## src/design/dip_pkg.sv

```systemverilog
package dip_pkg;

    localparam int unsigned CHANNELS          = 16;
    localparam int unsigned BYTE_W            = 8;
    localparam int unsigned TICK_W            = 8;

    // clock and time base
    localparam int unsigned CLK_MHZ           = 200;
    localparam int unsigned TICK_US           = 100;
    localparam int unsigned TICK_CYCLES       = TICK_US * CLK_MHZ;
    // 2 Hz blink: toggle every quarter second
    localparam int unsigned BLINK_HALF_MS     = 250;
    localparam int unsigned BLINK_HALF_TICKS  = (BLINK_HALF_MS * 1000) / TICK_US;

    // process image byte offsets
    localparam logic [15:0] IMG_OFS_LOW       = 16'h0000;
    localparam logic [15:0] IMG_OFS_HIGH      = 16'h0001;

    // object dictionary indices and subindices
    localparam logic [15:0] OBJ_IDX_LOW       = 16'h6000;
    localparam logic [15:0] OBJ_IDX_HIGH      = 16'h6001;
    localparam logic [15:0] OBJ_IDX_PARAM     = 16'h3100;
    localparam logic [7:0]  OBJ_SUB_PARAM     = 8'h01;
    localparam logic [7:0]  OBJ_SUB_FIRST     = 8'h01;
    localparam logic [7:0]  OBJ_SUB_LAST      = 8'h10;

    // input delay parameter layout
    localparam logic [7:0]  PARAM_RESET       = 8'h89;
    localparam int unsigned PARAM_EN_BIT      = 7;
    localparam int unsigned PARAM_CODE_MSB    = 3;

    localparam logic [3:0]  CODE_0P4MS        = 4'h6;
    localparam logic [3:0]  CODE_0P7MS        = 4'h7;
    localparam logic [3:0]  CODE_1P5MS        = 4'h8;
    localparam logic [3:0]  CODE_3MS          = 4'h9;
    localparam logic [3:0]  CODE_6MS          = 4'hA;
    localparam logic [3:0]  CODE_12MS         = 4'hB;
    localparam logic [3:0]  CODE_23MS         = 4'hC;

    // delays in 100 us ticks
    localparam logic [7:0]  TICKS_0P4MS       = 8'h04;
    localparam logic [7:0]  TICKS_0P7MS       = 8'h07;
    localparam logic [7:0]  TICKS_1P5MS       = 8'h0F;
    localparam logic [7:0]  TICKS_3MS         = 8'h1E;
    localparam logic [7:0]  TICKS_6MS         = 8'h3C;
    localparam logic [7:0]  TICKS_12MS        = 8'h78;
    localparam logic [7:0]  TICKS_23MS        = 8'hE6;

    typedef enum logic [1:0] {
        DIP_ACC_IMAGE  = 2'b00,
        DIP_ACC_OBJECT = 2'b01,
        DIP_ACC_SUBIDX = 2'b10
    } dip_acc_kind_t;

    typedef struct packed {
        dip_acc_kind_t kind;
        logic [15:0]   addr;
        logic [7:0]    sub;
    } dip_rd_req_t;

    typedef struct packed {
        logic       err;
        logic [7:0] data;
    } dip_rd_rsp_t;

    typedef struct packed {
        logic run;
        logic fault;
    } dip_module_led_t;

endpackage : dip_pkg

```

## src/design/dip_chan_filter.sv

```systemverilog
`timescale 1ns/1ps
`default_nettype none

module dip_chan_filter
    import dip_pkg::*;
#(
    parameter int unsigned CNT_W = TICK_W
) (
    input  wire logic             mclk,
    input  wire logic             reset_n,
    input  wire logic             tick,
    input  wire logic             enable,
    input  wire logic [CNT_W-1:0] delay_ticks,
    input  wire logic             din,
    output logic                  level
);

    logic [CNT_W-1:0] count;
    logic [CNT_W-1:0] next_count;
    wire              differs  = (din != level);
    wire              expired  = (next_count >= delay_ticks);

    assign next_count = count + CNT_W'(1);

    // rising and falling edges take the same delay
    always_ff @(posedge mclk or negedge reset_n) begin
        if (!reset_n) begin
            level <= 1'b0;
            count <= '0;
        end else if (!enable || !differs) begin
            level <= enable ? level : din;
            count <= '0;
        end else if (tick) begin
            level <= expired ? din : level;
            count <= expired ? '0 : next_count;
        end
    end

endmodule : dip_chan_filter

`default_nettype wire

```

## src/design/dip_input_port.sv

```systemverilog
`timescale 1ns/1ps
`default_nettype none

module dip_input_port
    import dip_pkg::*;
#(
    parameter int unsigned TICK_LEN   = TICK_CYCLES,
    parameter int unsigned BLINK_HALF = BLINK_HALF_TICKS
) (
    input  wire logic                mclk,
    input  wire logic                reset_n,
    input  wire logic [CHANNELS-1:0] input_channel,
    input  wire logic                rd_req,
    input  wire dip_rd_req_t         rd_cmd,
    output dip_rd_rsp_t              rd_rsp,
    output logic                     rd_valid,
    input  wire logic                param_wr,
    input  wire logic [BYTE_W-1:0]   param_wr_data,
    input  wire logic                out_wr,
    input  wire logic [BYTE_W-1:0]   out_wr_data,
    input  wire logic                bus_comm_ok,
    input  wire logic                module_error,
    output logic [CHANNELS-1:0]      channel_led,
    output dip_module_led_t          module_led,
    output logic [BYTE_W-1:0]        input_delay_parameter,
    output logic                     config_error
);

    function automatic logic [8:0] delay_lookup(input logic [3:0] code);
        logic [8:0] res;
        res = 9'h000;
        unique case (code)
            CODE_0P4MS: res = {1'b1, TICKS_0P4MS};
            CODE_0P7MS: res = {1'b1, TICKS_0P7MS};
            CODE_1P5MS: res = {1'b1, TICKS_1P5MS};
            CODE_3MS:   res = {1'b1, TICKS_3MS};
            CODE_6MS:   res = {1'b1, TICKS_6MS};
            CODE_12MS:  res = {1'b1, TICKS_12MS};
            CODE_23MS:  res = {1'b1, TICKS_23MS};
            default:    res = 9'h000;
        endcase
        return res;
    endfunction : delay_lookup

    localparam int unsigned TICK_CW  = $clog2(TICK_LEN + 1);
    localparam int unsigned BLINK_CW = $clog2(BLINK_HALF + 1);

    // two-stage synchroniser
    // field contacts are asynchronous to mclk
    logic [CHANNELS-1:0] sync_meta;
    logic [CHANNELS-1:0] sync_in;

    always_ff @(posedge mclk or negedge reset_n) begin
        if (!reset_n) begin
            sync_meta <= '0;
            sync_in   <= '0;
        end else begin
            sync_meta <= input_channel;
            sync_in   <= sync_meta;
        end
    end

    // 100 us time base shared by all channels
    // free running, so a delay may come out up to one tick short
    logic [TICK_CW-1:0] tick_cnt;
    wire                tick          = (tick_cnt == TICK_CW'(TICK_LEN - 1));
    wire [TICK_CW-1:0]  next_tick_cnt = tick ? '0 : tick_cnt + TICK_CW'(1);

    always_ff @(posedge mclk or negedge reset_n) begin
        if (!reset_n) begin
            tick_cnt <= '0;
        end else begin
            tick_cnt <= next_tick_cnt;
        end
    end

    wire [8:0] wr_lookup = delay_lookup(param_wr_data[PARAM_CODE_MSB:0]);
    wire       wr_ok     = wr_lookup[8];
    wire [8:0] cur_look  = delay_lookup(input_delay_parameter[PARAM_CODE_MSB:0]);
    wire [TICK_W-1:0] delay_ticks = cur_look[TICK_W-1:0];
    wire       filter_en = input_delay_parameter[PARAM_EN_BIT];
    // reserved bits are kept as written; only the parameter read returns them
    wire [BYTE_W-1:0] next_input_delay_parameter = wr_ok ? param_wr_data : input_delay_parameter;

    // reset to 89h; bad code kept out
    always_ff @(posedge mclk or negedge reset_n) begin
        if (!reset_n) begin
            input_delay_parameter <= PARAM_RESET;
            config_error          <= 1'b0;
        end else if (param_wr) begin
            input_delay_parameter <= next_input_delay_parameter;
            config_error          <= !wr_ok;
        end
    end

    // one filter per channel, shared time setting
    logic [CHANNELS-1:0] filtered;

    for (genvar ch = 0; ch < CHANNELS; ch++) begin : g_chan
        dip_chan_filter #(
            .CNT_W       (TICK_W)
        ) u_filter (
            .mclk        (mclk),
            .reset_n     (reset_n),
            .tick        (tick),
            .enable      (filter_en),
            .delay_ticks (delay_ticks),
            .din         (sync_in[ch]),
            .level       (filtered[ch])
        );
    end

    // whole image moves in one cycle
    // one register for all bits, so no read can tear
    logic [CHANNELS-1:0] image;
    logic [BYTE_W-1:0]   high_snap;

    always_ff @(posedge mclk or negedge reset_n) begin
        if (!reset_n) begin
            image <= '0;
        end else begin
            image <= filtered;
        end
    end

    wire [BYTE_W-1:0] image_low  = image[BYTE_W-1:0];
    wire [BYTE_W-1:0] image_high = image[CHANNELS-1:BYTE_W];

    wire is_image  = (rd_cmd.kind == DIP_ACC_IMAGE);
    wire is_object = (rd_cmd.kind == DIP_ACC_OBJECT);
    wire is_subidx = (rd_cmd.kind == DIP_ACC_SUBIDX);
    wire hit_low   = (is_image && rd_cmd.addr == IMG_OFS_LOW)
                   || (is_object && rd_cmd.addr == OBJ_IDX_LOW);
    wire hit_high  = (is_image && rd_cmd.addr == IMG_OFS_HIGH)
                   || (is_object && rd_cmd.addr == OBJ_IDX_HIGH);
    wire hit_param = (is_object || is_subidx) && rd_cmd.addr == OBJ_IDX_PARAM
                   && rd_cmd.sub == OBJ_SUB_PARAM;
    // channel subindex under the image index
    wire hit_chan  = is_subidx && rd_cmd.addr == OBJ_IDX_LOW
                   && rd_cmd.sub >= OBJ_SUB_FIRST && rd_cmd.sub <= OBJ_SUB_LAST;
    wire [7:0] chan_sel = rd_cmd.sub - OBJ_SUB_FIRST;
    wire       chan_bit = image[chan_sel[3:0]];

    wire [BYTE_W-1:0] next_rd_data =
        hit_low   ? image_low :
        hit_high  ? high_snap :
        hit_param ? input_delay_parameter :
        hit_chan  ? {{(BYTE_W-1){1'b0}}, chan_bit} : '0;
    wire next_rd_err = !(hit_low || hit_high || hit_param || hit_chan);

    // low-byte read freezes the high byte for the following read
    // limitation: a lone high read returns the last snapshot, not live data
    wire [BYTE_W-1:0] next_high_snap = (rd_req && hit_low) ? image_high : high_snap;
    dip_rd_rsp_t      next_rd_rsp;

    assign next_rd_rsp = rd_req ? {next_rd_err, next_rd_data} : rd_rsp;

    always_ff @(posedge mclk or negedge reset_n) begin
        if (!reset_n) begin
            high_snap <= '0;
            rd_rsp    <= '0;
            rd_valid  <= 1'b0;
        end else begin
            high_snap <= next_high_snap;
            rd_valid  <= rd_req;
            rd_rsp    <= next_rd_rsp;
        end
    end

    wire out_area_sink = out_wr & (|out_wr_data);

    // 2 Hz blink from the tick
    logic [BLINK_CW-1:0] blink_cnt;
    logic                blink;
    wire                 blink_wrap     = (blink_cnt == BLINK_CW'(BLINK_HALF - 1));
    wire [BLINK_CW-1:0]  next_blink_cnt = blink_wrap ? '0 : blink_cnt + BLINK_CW'(1);

    always_ff @(posedge mclk or negedge reset_n) begin
        if (!reset_n) begin
            blink_cnt <= '0;
            blink     <= 1'b0;
        end else if (tick) begin
            blink_cnt <= next_blink_cnt;
            blink     <= blink_wrap ? !blink : blink;
        end
    end

    // a configuration error outranks a steady module error
    wire next_fault = config_error ? blink : module_error;

    always_ff @(posedge mclk or negedge reset_n) begin
        if (!reset_n) begin
            channel_led <= '0;
            module_led  <= '0;
        end else begin
            channel_led      <= image;
            module_led.run   <= bus_comm_ok;
            module_led.fault <= next_fault;
        end
    end

endmodule : dip_input_port

`default_nettype wire

```

## config.mk

```make
export PLATFORM = sky130hd
export DESIGN_NAME = dip_input_port
export DESIGN_NICKNAME = d
export VERILOG_FILES = /design/src/design/dip_pkg.sv /design/src/design/dip_chan_filter.sv /design/src/design/dip_input_port.sv
export SDC_FILE = /design/constraint.sdc
export NUM_CORES = 1
export LEC_CHECK = 0
export ABC_AREA = 1
export BUFFER_PORTS_ARGS = -buffer_cell sky130_fd_sc_hd__buf_4
export CORE_MARGIN = 10
export CORE_UTILIZATION = 60
export CTS_BUF_LIST = sky130_fd_sc_hd__clkbuf_8
export DETAILED_ROUTE_END_ITERATION = 10
export PLACE_DENSITY_LB_ADDON = 0.08
export REMOVE_ABC_BUFFERS = 1
export SKIP_CTS_REPAIR_TIMING = 1
export SYNTH_ARGS = -nofsm -noshare
export SYNTH_HDL_FRONTEND = slang
export SYNTH_SLANG_ARGS = --single-unit
```

## constraint.sdc

```tcl
create_clock -name mclk -period 6.5 [get_ports mclk]
set_input_delay 0.325 -clock mclk [delete_from_list [all_inputs] [get_ports mclk]]
set_output_delay 0.325 -clock mclk [all_outputs]
set_load 0.02 [all_outputs]
```

Word-level counts from Yosys, hierarchy flattened
Cells that the tools add are included.
Word-level totals
  register bits: 265
  input bits: 65
  word-level logic and storage cells: 367
Cells by class
  $add $sub $neg: 19
  order comparisons: 19
  eq/ne operators: 55
  multiplexer cells: 123
  reductions and logical operators: 104
Operators by type and width (number)
  8-bit two-way mux: 51
  8-bit by 1-bit adder with 8-bit output (second input constant): 16
  8-bit >= comparator: 16
  1-bit two-way mux: 67
  2-bit nonzero test: 32
  9-bit case mux with 7 select lines: 1
  8-bit case mux with 7 select lines: 1
  3-bit AND reduction: 16
  4-bit equality test (second input constant): 10
  16-bit by 15-bit equality test with 1-bit output (second input constant): 2
  2-bit inequality test (second input constant): 16
  1-bit logical OR: 22
  1-bit zero test: 20
  16-bit by 1-bit equality test with 1-bit output (second input constant): 1
  16-bit by 14-bit equality test with 1-bit output (second input constant): 1
  4-bit by 3-bit equality test with 1-bit output (second input constant): 4
  16-bit zero test: 1
  1-bit inequality test: 16
  15-bit by 1-bit adder with 15-bit output (second input constant): 1
  15-bit equality test (second input constant): 1
  15-bit two-way mux: 1
  12-bit by 1-bit adder with 12-bit output (second input constant): 1
  12-bit equality test (second input constant): 1
  12-bit two-way mux: 1
  11 further kinds: 21

Longest topological paths before layout
Gate-level depths: netlist (run 1).
  word-level depth: 8
  mapped depth: 15
  depth with buffers taken out: 15

Hierarchy
From an unflattened synthesis (run 1), not the netlist that was laid out.
Second synthesis, totals
  cell total of the unflattened synthesis: 2200
  area, all modules: 17037.6 µm²
By module, submodules not included
  dip_chan_filter: times used 16, cells each 105, area each 744.5 µm², sequential area each 225.2 µm²
  dip_input_port: times used 1, cells each 520, area each 5126.2 µm², sequential area each 3031.7 µm²

Worst setup path before layout (run 1)
Ideal clock, no wire load.
  path kind: register -> register
  from: reg input_delay_parameter[3]
  to: reg g_chan[0].u_filter.level
  library setup time: 0.117 ns
  arrival: 3.798 ns
  required time: 6.383 ns
  path slack: 2.585 ns
  stages on the path, launching flop included: 15
  buffers on the path: 0
  period minus slack after synthesis: 3.915 ns
  cell sequence: dfstp_2 inv_1 nor2_1 inv_1 o22ai_1 a311oi_1 ha_1 a21oi_1 o21ai_0 nand2_1 nand3_1 nand2_1 nand2_1 nand2_1 nand2_1
On the way
  word-level cells in the longest chain between the ends: 5
  elaborated cells between the ends (all ways): 11
Ends and longest elaborated chain
  start, declared: line dip_input_port.sv:25  | output logic [BYTE_W-1:0] input_delay_parameter,
  start signal, assigned: line dip_input_port.sv:91  | input_delay_parameter <= next_input_delay_parameter;
  4-bit equality test / 4-bit by 3-bit equality test with 1-bit output (equally long branches): line dip_input_port.sv:32  | unique case (code)
  8-bit case mux with 7 select lines *: line dip_input_port.sv:32
  8-bit >= comparator *: line dip_chan_filter.sv:21  | wire expired = (next_count >= delay_ticks);
  2-bit nonzero test (no source line) *
  3-bit AND reduction (no source line) *
  end signal, assigned: line dip_chan_filter.sv:31  | level <= enable ? level : din;
  end signal, assigned: line dip_chan_filter.sv:34  | level <= expired ? din : level;
  end, declared: line dip_chan_filter.sv:15  | output logic level
Mark *: on every way between the ends. The rest lies on a longest branch, timed or not.
A chain may end at the register's enable or synchronous reset.

Final worst setup path (run 1)
  from: reg input_delay_parameter[0]
  to: reg g_chan[0].u_filter.level
The elaborated chain is that of the path after synthesis.

==> summary.txt, run 1 <==
Setup path
  • Worst setup path class: register to register
  • Crit. End Element: register
  • Critical path peak fanout: 17
  • Startpoint Class: register
  • Worst EP required: ~7 ns
  • Critical Path AT: around 4.6 ns

Die
  • Die Width: 183 um
  • Initial Utilization: 0.610
  • Die H: 183 um
  • Core Region: 0.0261 mm^2
  • Top Ports: 102
  • Die area: around 0.033 mm^2
  • Site Rows: between 50 and 60

Synthesis
  • Post-synthesis xor/xnor area fraction: 0.0551
  • Ranking of synthesized cells by area: dfrtp_1, nand2_1, ha_1
  • Synth Register Bits: 265
  • Synth Area in Compound Gates: 0.0585
  • Mapped Cells: 1964
  • Post-synth top cells: nand2_1, dfrtp_1, inv_1, nand3_1, ha_1
  • Post-Syn Area: ~0.016 mm^2
  • Ys async rst share: 1.00
  • Post-synth top area share: 0.412
  • Post-synthesis sequential area ratio: 0.417
  • Main combinational cell family by area after synthesis: simple AND/OR/NAND/NOR gates
  • Syn Area/Cell: 8.09 um^2
  • Synth warnings: 0
  • Area leader, netlist: dfrtp_1
  • Multiplexer share of the synthesized area: 0.000708
  • Main flop type after synthesis: dfrtp_1
  • EDFF count, synth: 0
  • Most frequent cell after synthesis: nand2_1
  • Post-Synth Adder-Cell Area: 0.120
  • Synth unique cells: between 40 and 50
  • Simple-gate share of the synthesized area: 0.293

Final layout
  • Layout cell share with drive strength beyond 1: 0.107
  • Nets: about 2.3k
  • Area Growth Syn to Fin: 14.7%
  • Antenna diodes: 0

Timing
  • Fmax: approximately 0.24 GHz
  • Post-route minimum period: roughly 4.2 ns
  • Hold Slack: 0.00809 ns
  • Hold Fails Final Rpt: 0
  • Max Slew Vio Count: 0
  • Setup TNS: 0 ns
  • Period utilisation layout: 0.646
  • Endpoints failing setup: 0
  • Layout Skew: 0.0250 ns
  • Worst slew margin: 0.200
  • Slew @ Worst Pin: between 1 and 1.5 ns
  • RSZ-0062 raised after global routing: no

GRT
  • Initial antenna violation count: 0
  • Vias in the first global route: around 13k
  • GRT Util Overall: 0.224
  • Total congestion overflow: 0
  • First-pass GRT wire length: roughly 63 mm
  • Largest net degree at the start of global routing: 134

Power
  • Lkg Pwr: around 9.9 nW
  • Peak supply drop: around 220 uV
  • PD cells: approximately 230 mW/mm^2
  • Power Total: 4.25 mW

Routing
  • Final wirelength: 37.7 mm
  • Drt first pass iters: 5
  • Drt initial violations: roughly 700
  • Drc violations: 0
  • Vias: between 10k and 15k
  • Routed length per instance: between 15 and 20 um
  • Vias per std cell: ~5.4
  • Antenna viol nets, final: 0

Placement
  • HPWL after detailed placement: approximately 26 mm
  • Port Buf Inserts: about 90
  • RePlAce Congestion: around 0.87

Status
  • Status: completed

CTS
  • CTS tree: built
  • Clk pin slew, worst setup/hold paths: about 0.06 ns
  • Clock Path Buffers: 3
  • CTS sink cnt: 265
  • H-tree levels: 2
  • Worst-skew pair later-pin latency: roughly 0.56 ns
  • Inserted Clock Buffers: 47
  • CTS root buf: clkbuf_8

Flow run
  • Max-cap viol count: 0

Worst hold path
  • Worst hold path class: input pin to register
[where the power goes]
part	switching, mW	internal [mW]	leakage, nW	total (mW)
combinational	0.566	0.256	5.88	0.822
sequential	0.0775	1.73	3.46	1.81
clock	0.686	0.931	0.540	1.62
total	1.33	2.92	9.88	4.25
[metrics by stage]
step	instances	setup slack, ns	utilization	cell area, um^2
5_1_grt	2483	1.94	0.700	18200
3_5_place_dp	2380	2.24	0.653	17000
3_3_place_gp	2380	2.35	0.653	17000
6_report	2483	2.30	0.700	18200
2_1_floorplan	1945	2.57	-	15800
4_1_cts	2460	2.20	0.691	18000
[registers in the layout, summed over array words and instances, names as in the netlist, 8 cells and up]
register               cells
sync_meta                 16
g_chan.u_filter.level     16
channel_led               16
g_chan.u_filter.count    128
input_delay_parameter      8
image                     16
blink_cnt                 12
high_snap                  8
tick_cnt                  15
sync_in                   16
rd_rsp                     9
[cell type report]
class	count	area (um^2)
clock buffer	62	853
clock inverter	18	144
fill	2107	7820
inverter	206	773
multi-input combinational	1474	8420
sequential	265	6640
tap	335	419
timing repair buffer	123	1000
[placed cells by master (no fill, tap or decap), drive strengths merged, types with 16 or more instances in the layout]
cell type and count:
ha 152, xnor2 33, xor2 67, dlygate4sd3 23, nor2 159, clkbuf 62, dfrtp 262, nand3 182
o21ai 80, nand4 32, o21a 16, a21oi 70, nor3 20, or2 18, buf 100, inv 212
nand2 612
[cells by family (layout without fill, tap and decap cells)]
kind of cell	count (synthesis)	in the layout
xor+xnor	100	100
fa+ha+maj	152	152
mux	1	1
compound gates	173	173
buf+inv	225	409
flops	265	265
simple gates	1048	1048
[routing by layer]
metal | vias to the layer above | track usage | share of wire
met4 | 0 | 0.0720 | 0.023
li1 | 6691 | - | -
met1 | 6401 | 0.287 | 0.45
met2 | 311 | 0.381 | 0.47
met5 | - | 0 | 0
met3 | 65 | 0.0374 | 0.052
[worst max-delay path, cell delays in order (launching register included)]
cell     delay (ns)
dfstp_2        0.68
nor2_1         0.07
inv_1          0.13
nor3_1         0.13
inv_1          0.83
o21ai_0        0.20
inv_1          0.80
ha_1           0.40
a21oi_1        0.17
o21a_1         0.14
nand3_1        0.21
nand2_1        0.14
nand2_1        0.05
nand2_1        0.07
nand2_1        0.05
[final timing paths]
| path | depth (start not counted) | endpoint | startpoint | slack [ns] |
|---|---|---|---|---|
| setup / recovery | 14 | g_chan[0].u_filter.level$_DFFE_PN0P_ | input_delay_parameter[0]$_DFFE_PN1P_ | 2.30 |
| max in group asynchronous | 3 | g_chan[14].u_filter.count[6]$_DFFE_PN0P_ | reset_n | 4.82 |
| hold / removal | 3 | input_delay_parameter[0]$_DFFE_PN1P_ | param_wr_data[0] | 0.008 |
| setup reg to reg | 14 | g_chan[0].u_filter.level$_DFFE_PN0P_ | input_delay_parameter[0]$_DFFE_PN1P_ | 2.30 |
| hold reg to reg | 0 | sync_in[6]$_DFF_PN0_ | sync_meta[6]$_DFF_PN0_ | 0.34 |
| min in group asynchronous | 2 | g_chan[3].u_filter.count[2]$_DFFE_PN0P_ | reset_n | 0.41 |
No activity file was read; power rests on OpenSTA's default activity.
==> inputs of run 2 (changes only) <==
ABC_AREA = 0   (was 1)
clock period = 4 ns   (was 6.5 ns; I/O delays follow)
==> summary.txt, run 2 <==
Routing
  • Vias per std cell: roughly 6
  • Antenna viol nets, final: 0
  • Routed length per instance: ~18 um
  • Drc violations: 0
  • M1 WL: 16.9 mm
  • Vias: 12.2k
  • Metal2 WL: about 17 mm
  • Drt initial violations: ~840
  • Uppermost layer routed: met4
  • Met3 WL: 2.14 mm
  • Final wirelength: between 30 and 40 mm
  • Drt first pass iters: 5

Timing
  • Fin worst setup slack: ~0.62 ns
  • Max Slew Vio Count: 0
  • Endpoints failing setup: 0
  • RSZ-0062 raised after global routing: no
  • Fmax: between 0.2 and 0.3 GHz
  • Layout Skew: about 0.042 ns
  • Post-route minimum period: around 3.4 ns
  • Worst slew margin: 0.362
  • Period utilisation layout: 0.844
  • Slew @ Worst Pin: 0.957 ns
  • Hold Fails Final Rpt: 0

Synthesis
  • Post-synthesis sequential area ratio: 0.426
  • Mapped Cells: 1528
  • Synth unique cells: 57
  • Ranking of synthesized cells by area: dfrtp_1, ha_1, nand2_1
  • EDFF count, synth: 0
  • Post-synth top cells: dfrtp_1, nand2_1, ha_1, nor2_1, nand3_1
  • Synth Register Bits: roughly 270
  • Post-Syn Area: between 0.015 and 0.02 mm^2
  • Synth warnings: 0
  • Post-synth top area share: 0.421
  • Main flop type after synthesis: dfrtp_1
  • Most frequent cell after synthesis: dfrtp_1
  • Area leader, netlist: dfrtp_1
  • Syn Area/Cell: roughly 10 um^2
  • Ys async rst share: 1.00

Power
  • Peak supply drop: between 300 and 400 uV
  • PD cells: around 400 mW/mm^2
  • Lkg Pwr: 9.15 nW
  • Power Total: 7.09 mW

CTS
  • CTS sink cnt: approximately 270
  • CTS tree: built
  • Clk pin slew, worst setup/hold paths: roughly 0.07 ns
  • Worst-skew pair later-pin latency: between 0.5 and 0.6 ns
  • H-tree levels: 2
  • Inserted Clock Buffers: 47
  • CTS root buf: clkbuf_8
  • Clock Path Buffers: 3

GRT
  • Initial antenna violation count: 0
  • Vias in the first global route: 12.1k
  • GRT Util Overall: 0.225
  • First-pass GRT wire length: between 60 and 70 mm
  • Largest net degree at the start of global routing: ~110
  • Total congestion overflow: 0

Final layout
  • Commonest non-fill, non-tap cells in the layout: dfrtp_1, nand2_1, ha_1
  • Area of the multi-input gates: ~0.0086 mm^2
  • Layout cell share with drive strength beyond 1: 0.192
  • Fin util: 0.706
  • Nets: roughly 1.9k
  • Max FFs per register: ~130
  • Commonest non-fill, non-tap cell in the layout: dfrtp_1
  • Reg with most FFs: g_chan.u_filter.count
  • Post-Layout Inst Area: between 0.015 and 0.02 mm^2
  • Filler Cell Count: 1877
  • Antenna diodes: 0
  • Sequential Area: roughly 0.0066 mm^2
  • Area Growth Syn to Fin: 15.0%

Placement
  • HPWL after detailed placement: about 26 mm
  • Port Buf Inserts: between 90 and 100
  • DP Worst Slack: approximately 0.7 ns
  • RePlAce Congestion: 0.871
  • DP Area: approximately 0.017 mm^2

Worst hold path
  • Hold Path Origin: rd_cmd[22]
  • Worst Hold Depth: 5
  • Worst hold path class: input pin to register
  • Worst hold endpoint: rd_rsp[0]$_DFFE_PN0P_

Setup path
  • Reg2reg path depth: 10
  • Slack of the worst reg-to-reg path: 0.62 ns
  • Crit. End Element: register
  • Reg2reg end: g_chan[7].u_filter.count[3]$_DFFE_PN0P_
  • Startpoint Class: register
  • Critical Path AT: 3.85 ns
  • Worst EP required: 4.48 ns
  • Cells along the critical path: nor2b_1, a22o_1, buf_4, ha_1, nand2b_1, a211o_1, a221oi_2, buf_4, nand3_1, o31ai_1
  • Worst setup path class: register to register
  • Worst path max stage delay: approximately 0.63 ns
  • Top cell by count, worst path: buf_4
  • Slowest CP cell: dfstp_2
  • R2R Path Start: input_delay_parameter[3]$_DFFE_PN1P_
  • Critical path peak fanout: 10

Die
  • Core Region: ~0.025 mm^2
  • Site Rows: 58
  • Top Ports: just over 100
  • Initial Utilization: 0.613
  • Die H: ~180 um
  • Die area: about 0.033 mm^2
  • Die Width: roughly 180 um

Flow run
  • Max-cap viol count: 0

Status
  • Status: completed
## run 2: cell count changes after synthesis, moves of 26 or more
cell       delta
and2_1       +40
and3_1       +44
nor2_1       -39
nand3_1     -101
or2_2        +56
inv_1       -175
a22o_1       +48
a21oi_1      -52
o2111ai_1    +51
nand4_1      -26
nor2b_1      +33
mux2_2       +32
nand2_1     -412
## run 2: cell families (layout without fill, tap and decap cells)
kind of cell,count (synthesis),count (layout),synth area share
AND/OR/NAND/NOR,623,623,0.201
XOR/XNOR,85,85,0.0478
multiplexers,38,38,0.0311
adder cells (fa/ha/maj),152,152,0.122
flip-flops,265,265,0.426
AO/OA/AOI/OAI,293,293,0.148
buffers and inverters,72,255,0.0236
## run 2: worst max-delay path, delay by kind of cell (launching register included)
family | cells | cell delay [ns]
adder cells (fa/ha/maj) | 1 | 0.26
AO/OA/AOI/OAI | 4 | 1.23
AND/OR/NAND/NOR | 3 | 0.70
flip-flops | 1 | 0.63
buffers and inverters | 2 | 0.46
## run 2: report_power, final
part	internal, mW	switching [mW]
clock	1.41	1.12
sequential	2.84	0.161
combinational	0.584	0.970
## run 2: worst max-delay path by stage
stage | slack, ns | endpoint | depth (start not counted) | startpoint
global placement | 0.76 | g_chan[13].u_filter.level$_DFFE_PN0P_ | 9 | input_delay_parameter[3]$_DFFE_PN1P_
finish | 0.62 | g_chan[7].u_filter.count[3]$_DFFE_PN0P_ | 10 | input_delay_parameter[3]$_DFFE_PN1P_
floorplan | -0.02 | g_chan[7].u_filter.level$_DFFE_PN0P_ | 9 | input_delay_parameter[0]$_DFFE_PN1P_
CTS | 0.65 | g_chan[6].u_filter.level$_DFFE_PN0P_ | 9 | input_delay_parameter[3]$_DFFE_PN1P_
detailed placement | 0.70 | g_chan[7].u_filter.count[3]$_DFFE_PN0P_ | 10 | input_delay_parameter[3]$_DFFE_PN1P_
global route | 0.45 | g_chan[3].u_filter.level$_DFFE_PN0P_ | 10 | input_delay_parameter[1]$_DFFE_PN0P_
## run 2: per-stage QoR
stage,hold slack [ns],TNS (ns),instances
floorplan,-0.0956,-0.0289,1484
global placement,0.309,0,1932
detailed placement,0.310,0,1932
CTS,-0.317,0,2012
global route,0.0686,0,2041
finish,0.0610,0,2041
## run 2: final cells by class
cell class,instances,area share
clock buffer,60,0.0461
clock inverter,20,0.00719
inverter,28,0.00587
multi-input combinational,1191,0.480
sequential,265,0.370
tap,330,0.0230
timing repair buffer,147,0.0674
## run 2: metal layers
| layer | GRT usage | up-vias |
|---|---|---|
| met2 | 0.365 | 332 |
| met1 | 0.299 | 5945 |
| met3 | 0.0374 | 72 |
| li1 | - | 5900 |
| met4 | 0.0755 | 0 |
| met5 | 0 | - |
